===== src/hsps_pkg.sv =====
package hsps_pkg;
  localparam int unsigned COLD_START_END_MV = 1300;
  typedef enum logic [5:0] {
    ST_COLD      = 6'h01,
    ST_BOOT      = 6'h02,
    ST_STS_CHG   = 6'h04,
    ST_LTS_CHG   = 6'h08,
    ST_JOINED    = 6'h10,
    ST_PROTECT   = 6'h20
  } hsps_state_e;
  localparam hsps_state_e STATE_RESET = ST_COLD;
endpackage


===== src/hsps_sequencer.sv =====
`timescale 1ns/100ps
module hsps_sequencer
  import hsps_pkg::*;
(
  // clock and reset
  input wire logic clk,
  input wire logic srst,
  // short-term store comparators
  input wire logic sts_above_cold_start_end,
  input wire logic sts_above_min_high_sep,
  input wire logic sts_above_app_max_low,
  // long-term store comparators
  input wire logic lts_above_min_high_sep,
  input wire logic lts_above_min_high_joined,
  input wire logic lts_below_min_low,
  // joined storage comparators
  input wire logic stor_above_app_max_high,
  input wire logic stor_above_app_max_low,
  input wire logic stor_above_bat_max_high,
  input wire logic stor_below_bat_max_low,
  // harvester and converter control
  input wire logic harvester_no_energy,
  input wire logic converter_disable,
  // serial pads
  input wire logic chip_select,
  input wire logic serial_clk,
  input wire logic mosi_sda,
  input wire logic miso_data,
  // switches and converter
  output logic converter_run,
  output logic converter_tracking,
  output logic converter_to_lts,
  output logic stores_joined,
  output logic supply_direct,
  output logic supply_regulated,
  // status
  output logic energy_warning_flag,
  output logic energy_critical_flag,
  output logic harvester_low,
  output logic serial_enable,
  output logic spi_mode,
  output logic serial_clk_out,
  output logic serial_data_out,
  output logic miso
);
  // ----------------------------------------
  // sequencing state
  // ----------------------------------------
  hsps_state_e state;
  hsps_state_e next_state;
  logic ovp_stop;
  logic next_ovp_stop;
  logic next_tracking;
  logic supply_on;
  logic min_high;
  logic lts_min_ok;

  // effective min-high threshold follows connection state
  assign min_high = stores_joined ? lts_above_min_high_joined : sts_above_min_high_sep;
  // flags watch the long-term store itself, not the short-term one
  assign lts_min_ok = stores_joined ? lts_above_min_high_joined : lts_above_min_high_sep;
  // boot is sticky: a joined start waits for cold-start end before tracking
  assign next_tracking = converter_tracking || sts_above_cold_start_end;

  always_comb begin
    next_state = state;
    case (state)
      ST_COLD: begin
        // a charged long-term store joins immediately
        if (lts_above_min_high_sep) begin
          next_state = ST_JOINED;
        end else if (sts_above_cold_start_end) begin
          next_state = ST_BOOT;
        end
      end
      ST_BOOT: begin
        if (lts_above_min_high_sep) begin
          next_state = ST_JOINED;
        end else if (sts_above_app_max_low) begin
          next_state = ST_LTS_CHG;
        end else begin
          next_state = ST_STS_CHG;
        end
      end
      ST_STS_CHG: begin
        if (lts_above_min_high_sep) begin
          next_state = ST_JOINED;
        end else if (sts_above_app_max_low) begin
          next_state = ST_LTS_CHG;
        end
      end
      ST_LTS_CHG: begin
        if (lts_above_min_high_sep) begin
          next_state = ST_JOINED;
        end else if (!sts_above_min_high_sep) begin
          next_state = ST_STS_CHG;
        end
      end
      ST_JOINED: begin
        if (lts_below_min_low) begin
          next_state = ST_PROTECT;
        end
      end
      ST_PROTECT: begin
        // separated stores recharge from the converter only
        if (lts_above_min_high_sep) begin
          next_state = ST_JOINED;
        end else if (sts_above_app_max_low) begin
          next_state = ST_LTS_CHG;
        end
      end
      default: begin
        next_state = STATE_RESET;
      end
    endcase
  end

  always_ff @(posedge clk) begin
    if (srst) begin
      state <= STATE_RESET;
    end else begin
      state <= next_state;
    end
  end

  // ----------------------------------------
  // overvoltage hysteresis
  // ----------------------------------------
  // next value used by the converter too, so the stop costs no extra cycle
  always_comb begin
    next_ovp_stop = ovp_stop;
    if (stor_above_bat_max_high) begin
      next_ovp_stop = 1'b1;
    end else if (stor_below_bat_max_low) begin
      next_ovp_stop = 1'b0;
    end
  end

  always_ff @(posedge clk) begin
    if (srst) begin
      ovp_stop <= 1'b0;
    end else begin
      ovp_stop <= next_ovp_stop;
    end
  end

  // ----------------------------------------
  // converter and switches
  // ----------------------------------------
  always_ff @(posedge clk) begin
    if (srst) begin
      converter_run <= 1'b0;
      converter_tracking <= 1'b0;
      converter_to_lts <= 1'b0;
      stores_joined <= 1'b0;
    end else begin
      // cold-start converter runs unless disabled or stopped by overvoltage, steered to short-term store
      converter_run <= !converter_disable && !next_ovp_stop;
      converter_tracking <= next_tracking;
      converter_to_lts <= (next_state == ST_LTS_CHG) && next_tracking;
      stores_joined <= (next_state == ST_JOINED);
    end
  end

  // main supply: direct below app max, regulated above it
  always_ff @(posedge clk) begin
    if (srst) begin
      supply_on <= 1'b0;
    end else if (state == ST_COLD) begin
      supply_on <= 1'b0;
    end else if (state == ST_JOINED) begin
      // joined start: supply only once booted
      supply_on <= converter_tracking;
    end else if (min_high) begin
      supply_on <= 1'b1;
    end
  end

  always_ff @(posedge clk) begin
    if (srst) begin
      supply_direct <= 1'b0;
      supply_regulated <= 1'b0;
    end else if (!supply_on) begin
      // both switches stay open while the main supply is off
      supply_direct <= 1'b0;
      supply_regulated <= 1'b0;
    end else if (stor_above_app_max_high) begin
      supply_direct <= 1'b0;
      supply_regulated <= 1'b1;
    end else if (!stor_above_app_max_low) begin
      supply_direct <= 1'b1;
      supply_regulated <= 1'b0;
    end
  end

  // ----------------------------------------
  // status flags
  // ----------------------------------------
  always_ff @(posedge clk) begin
    if (srst) begin
      energy_warning_flag <= 1'b0;
      energy_critical_flag <= 1'b0;
      harvester_low <= 1'b0;
    end else begin
      // warning: critical high alone; shutdown: both high
      energy_critical_flag <= !lts_min_ok;
      energy_warning_flag <= lts_below_min_low;
      harvester_low <= harvester_no_energy;
    end
  end

  // ----------------------------------------
  // serial pads, gated by main supply
  // ----------------------------------------
  always_ff @(posedge clk) begin
    if (srst) begin
      serial_enable <= 1'b0;
      spi_mode <= 1'b0;
      serial_clk_out <= 1'b0;
      serial_data_out <= 1'b0;
      miso <= 1'b0;
    end else begin
      // pads float without supply, so nothing passes then
      serial_enable <= supply_on;
      spi_mode <= supply_on && chip_select;
      serial_clk_out <= supply_on && serial_clk;
      serial_data_out <= supply_on && mosi_sda;
      miso <= supply_on && chip_select && miso_data;
    end
  end
endmodule


===== config.mk =====
export PLATFORM = sky130hd
export DESIGN_NAME = hsps_sequencer
export DESIGN_NICKNAME = d
export VERILOG_FILES = /design/src/hsps_pkg.sv /design/src/hsps_sequencer.sv
export SDC_FILE = /design/constraint.sdc
export NUM_CORES = 1
export LEC_CHECK = 0
export ABC_AREA = 1
export BUFFER_PORTS_ARGS = -buffer_cell sky130_fd_sc_hd__buf_2
export CORE_MARGIN = 3
export CORE_UTILIZATION = 50
export CTS_CLUSTER_SIZE = 28
export DETAILED_ROUTE_END_ITERATION = 16
export PLACE_DENSITY = 0.81
export SLEW_MARGIN = 40
export SYNTH_ARGS = -nofsm -noshare
export SYNTH_HDL_FRONTEND = slang
export SYNTH_SLANG_ARGS = --single-unit

===== constraint.sdc =====
create_clock -name clk -period 2.15 [get_ports clk]
set_input_delay 0.1075 -clock clk [delete_from_list [all_inputs] [get_ports clk]]
set_output_delay 0.1075 -clock clk [all_outputs]
set_load 0.01 [all_outputs]

==> flow_metrics.tcl, run 1 <==
set metrics [dict create \
    postPlaceCellArea_um2 1040 \
    hold_violations 0 \
    gr-usage-met1_pct 22.2 \
    cts_setup_buffers 0 \
    crit_required_ns 2.41 \
    wl_per_cell_um 11.6 \
    placement.io_buffers 31 \
    syn_area_per_cell_um2 7.39 \
    io_pins 32 \
    clkSinkCount 22 \
    crit_path_max_fanout 4 \
    status "finished clean" \
    arrival_ns 1.68 \
    postLayoutCoreUtil_pct 72.0 \
    post-route-drc-count 0 \
    finalPower_uw 796 \
    maxSlewViolCount 0 \
    syn_area_um2 872 \
    placed_cells 163 \
    ys_seq_elements 22 \
    tritoncts "yes" \
    root_buffer "clkbuf_4" \
    syn_inst 118 \
    dpl_worst_slack_ns 1.06 \
    setup_slack_ns 0.736 \
    p_switching_uw 208 \
    fin_crit_ns 1.41 \
    use_met3_pct 4.51 \
    finalNonFillerCells 173 \
    num_antenna_cells 0 \
    path_class "reg -> reg" \
    dieArea_um2 2280 \
    mostFrequentLayoutCells "buf_2, inv_1, nor2_1, dfxtp_1, nand3_1" \
    layout-area-overhead-vs-synth_pct 30.1 \
    h-tree-depth 1 \
    first_pass_iters 4 \
    busiest_layer "met2" \
    drt-initial-drc-count 25 \
    grt_pass1_wl_mm 3.10 \
    cts_buffers 3 \
    antenna_found_initial 0 \
    grt_pass1_vias 759 \
    fin_area_um2 1130 \
    synth_nets 136 \
    grt-ovfl-total 0 \
    cts_buffer_depth 2 \
    end_kind "flop" \
    cts.reportedPaths.clkPinSlew_ns 0.12 \
    clkLatencyLatePin_ns 0.31 \
    period_share_pct 65.7 \
    grt_max_degree 18 \
    floorplan.initialDensity_pct 55.3 \
    ant_nets 0 \
    mostFrequentLayoutCell "buf_2" \
    ys_types 17 \
    max_freq_ghz 0.707 \
    combinationalPowerShare_pct 15.8 \
    ir_drop_mv 0.573 \
    fin_nets 176 \
    core_area_um2 1580 \
    rsz0062_at_grt "false" \
    die_x_um 47.8 \
    drive_gt1_share_pct 26.1 \
    die_h_um 47.8 \
    use_met2_pct 32.7 \
    fin_skew_ns 0.00624 \
    hpwlAfterDp_mm 1.45 \
    p_seq_share_pct 55.8 \
    r2r_slack_ns 0.74 \
    yosysWarnings 0 \
    min_path_type "in -> reg" \
    swShare_pct 26.2 \
    cap_violations 0 \
    worstMarginPinSlew_ns 0.304 \
    cell_internal_pwr_uw 587 \
    critPathLaunchType "flop" \
    dr_total_vias 881 \
    tns_ns 0 \
    n_fill_cell 119 \
    via_per_inst 5.09 \
    place.gp.congestion 0.818 \
    clockPowerShare_pct 28.4 \
    setup_viol 0 \
    whs_ns 0.0167 \
    rows 14 \
    relSlewSlack_pct 79.7 \
    p_per_area_nw_per_um2 701 \
    grtUsageTotal_pct 19.5 \
    leakage_nw 0.588 \
    ys_seq_area_share_pct 50.5 \
    routed_wl_mm 2.01 \
]
==> cell usage after synthesis (all sizes together) <==
cell	number	share of area, %
or2	1	0.72
nand4	1	0.72
dfxtp	22	51
nor2	25	12
inv	22	9.5
clkbuf	1	0.43
nor3b	2	1.7
o21ai	2	1.1
nand3	14	8.6
a21boi	1	0.86
nand2	13	5.9
buf	1	0.57
a21oi	12	6.9
a211oi	1	0.86
==> path summary, 6_finish.rpt <==
kind / endpoint / start / depth (start not counted)
max: supply_direct$_SDFFE_PP0N_ / supply_on$_SDFFE_PP0P_ / 5
min: energy_warning_flag$_SDFF_PP0_ / lts_below_min_low / 3
min reg2reg: supply_on$_SDFFE_PP0P_ / converter_tracking$_SDFF_PP0_ / 2
max reg2reg: supply_direct$_SDFFE_PP0N_ / supply_on$_SDFFE_PP0P_ / 5
==> registers in the layout, summed over array words and instances, names as in the netlist <==
name                  cells
state                     6
converter_run             1
converter_to_lts          1
converter_tracking        1
energy_critical_flag      1
energy_warning_flag       1
harvester_low             1
miso                      1
ovp_stop                  1
serial_clk_out            1
serial_data_out           1
serial_enable             1
spi_mode                  1
stores_joined             1
supply_direct             1
supply_on                 1
supply_regulated          1
==> logic make-up after synthesis <==
| family | synth area share (%) |
|---|---|
| AND/OR/NAND/NOR | 29.3 |
| buffers and inverters | 10.5 |
| flip-flops | 50.5 |
| AO/OA/AOI/OAI | 9.76 |
==> critical path, cell delays in order (launching register included) <==
cell	delay, ns
dfxtp_1	0.41
inv_1	0.07
nor2_1	0.11
inv_1	0.07
a211oi_1	0.15
dlygate4sd3_1	0.56
==> power groups by stage <==
stage / Combinational (mW) / Sequential (mW) / Clock [mW]
after detailed placement: 0.115 / 0.453 / 0
after global placement: 0.112 / 0.452 / 0
final: 0.125 / 0.444 / 0.226
after floorplan: 0.0657 / 0.458 / 0
after CTS: 0.121 / 0.444 / 0.230
after global routing: 0.142 / 0.446 / 0.249
==> metal layers <==
layer / part of all wire, % / up-vias
met5: 0 / -
met4: 3.0 / 0
met2: 48 / 42
li1: - / 443
met1: 41 / 388
met3: 7.1 / 8
==> repair_timing <==
item                                   CTS  global route
endpoints found under the hold margin    3             2
resized for setup                        0             0
hold buffers                             4             2
==> area by class of cell <==
cell class              count  area [um2]  share of cell area (%)
multi-input cells          72         340                    30.0
flip-flops and latches     22         440                    38.8
inverters                  22        82.6                    7.28
well taps                  16        20.0                    1.76
repair buffers             37         215                    19.0
clock buffers               4        36.3                    3.20
Note: power is estimated with default switching activity, not from simulation.
==> inputs of run 2 (changes only) <==
Settings changed: CORE_UTILIZATION 50 to 42, PLACE_DENSITY 0.81 to 0.72.
Clock period 2.15 ns to 1.15 ns, I/O delays scaled along.
==> flow_metrics.tcl, run 2 (synthesis results as in run 1) <==
set metrics [dict create \
    crit_path_max_fanout 5 \
    cell_internal_pwr_mw 1.28 \
    tns_ns 0 \
    die_x_um 51.6 \
    grtUsageTotal_pct 17.9 \
    fin_crit_ns 1.11 \
    p_per_area_nw_per_um2 1330 \
    cts_buffers 3 \
    cts_buffer_depth 2 \
    mostFrequentLayoutCells "buf_2, inv_1, nor2_1" \
    h-tree-depth 1 \
    slowest_delay_ns 0.40 \
    clkSinkCount 22 \
    min_path_type "in -> reg" \
    cap_violations 0 \
    cpMaxStageDelayCell "dfxtp_2" \
    cts.reportedPaths.clkPinSlew_ns 0.12 \
    finalNonFillerCells 187 \
    grt-ovfl-total 0 \
    grt_pass1_wl_mm 3.54 \
    period_share_pct 96.3 \
    critPathLaunchType "flop" \
    n_fill_cell 169 \
    end_kind "flop" \
    whs_ns 0.0357 \
    p_seq_share_pct 49.7 \
    die_h_um 51.6 \
    dieArea_um2 2660 \
    ir_drop_mv 0.988 \
    hold_violations 0 \
    mostFrequentLayoutCell "buf_2" \
    finalPower_mw 1.68 \
    crit_required_ns 1.39 \
    placed_cells 172 \
    tritoncts "yes" \
    path_class "reg -> reg" \
    root_buffer "clkbuf_4" \
    fin_skew_ns 0.00654 \
    placement.io_buffers 31 \
    drive_gt1_share_pct 31.5 \
    fin_nets 181 \
    dr_total_vias 929 \
    regMostFlops "state" \
    postPlaceCellArea_um2 1050 \
    max_freq_ghz 0.903 \
    combinationalPowerShare_pct 15.6 \
    grt_max_degree 18 \
    rows 15 \
    relSlewSlack_pct 79.8 \
    arrival_ns 1.34 \
    layout-area-overhead-vs-synth_pct 44.2 \
    r2r_slack_ns 0.04 \
    p_switching_uw 401 \
    io_pins 32 \
    maxSlewViolCount 0 \
    post-route-drc-count 0 \
    drt-initial-drc-count 23 \
    path_cells "inv_1 > nor2_1 > nand3_1 > nand2_2 > nand2_1 > a21oi_1" \
    antenna_found_initial 0 \
    via_per_inst 4.97 \
    largest_reg_flops 6 \
    leakage_nw 0.626 \
    clockPowerShare_pct 34.7 \
    swShare_pct 23.9 \
    first_pass_iters 4 \
    worstMarginPinSlew_ns 0.303 \
    fin_area_um2 1260 \
    status "finished clean" \
    wl_per_cell_um 11.7 \
    core_area_um2 1840 \
    routed_wl_mm 2.20 \
    clkLatencyLatePin_ns 0.31 \
    grt_pass1_vias 884 \
    num_antenna_cells 0 \
    setup_viol 0 \
    place.gp.congestion 0.848 \
    rsz0062_at_grt "true" \
    ant_nets 0 \
    hpwlAfterDp_mm 1.48 \
    floorplan.initialDensity_pct 47.4 \
]
run 2: final cells by class:
class / count / area, um2 / share of cell area, %
Tap cell: 25 / 31.3 / 2.49
Timing Repair Buffer: 42 / 265 / 21.1
Clock inverter: 1 / 30.0 / 2.39
Clock buffer: 3 / 22.5 / 1.79
Sequential cell: 22 / 453 / 36.0
Inverter: 22 / 82.6 / 6.57
Multi-Input combinational cell: 72 / 373 / 29.7
run 2: repair_timing:
action,4_1_cts,5_1_grt
endpoints found under the hold margin,10,1
buffers inserted,0,0
gates resized for setup,0,15
hold buffers,10,1
endpoints found under the setup margin,0,8
run 2: path summary, 6_finish.rpt:
kind | startpoint | end | cells past startpoint
min reg2reg | supply_direct$_SDFFE_PP0N_ | supply_direct$_SDFFE_PP0N_ | 2
max | state[2]$_SDFF_PP0_ | state[3]$_SDFF_PP0_ | 6
max reg2reg | state[2]$_SDFF_PP0_ | state[3]$_SDFF_PP0_ | 6
min | lts_above_min_high_joined | energy_critical_flag$_SDFF_PP0_ | 4
run 2: per-layer routing:
layer  vias to the layer above  GRT usage [%]  share of wire [%]
li1                        454              -                  -
met1                       413           21.4                 39
met2                        51           28.6                 49
met3                        11           3.44                8.4
met4                         0           12.7                3.1
met5                         -              0                  0
run 2: critical path, delay by kind of cell (launching register included):
family,cells,cell delay (ns)
flops,1,0.40
buf+inv,1,0.07
simple gates,4,0.44
compound gates,1,0.14
run 2: through the flow:
stage | setup slack, ns | utilization [%]
2_1_floorplan | 0.201 | -
3_3_place_gp | 0.103 | 57.1
3_5_place_dp | 0.0878 | 57.1
4_1_cts | 0.0604 | 65.4
5_1_grt | -0.0913 | 68.4
6_report | 0.0427 | 68.4
run 2: power by group through the flow:
| stage | Sequential, mW | Clock (mW) | Combinational, mW |
|---|---|---|---|
| 2_1_floorplan | 0.856 | 0 | 0.123 |
| 3_3_place_gp | 0.845 | 0 | 0.211 |
| 3_5_place_dp | 0.846 | 0 | 0.215 |
| 4_1_cts | 0.829 | 0.603 | 0.242 |
| 5_1_grt | 0.840 | 0.629 | 0.295 |
| 6_report | 0.834 | 0.581 | 0.261 |
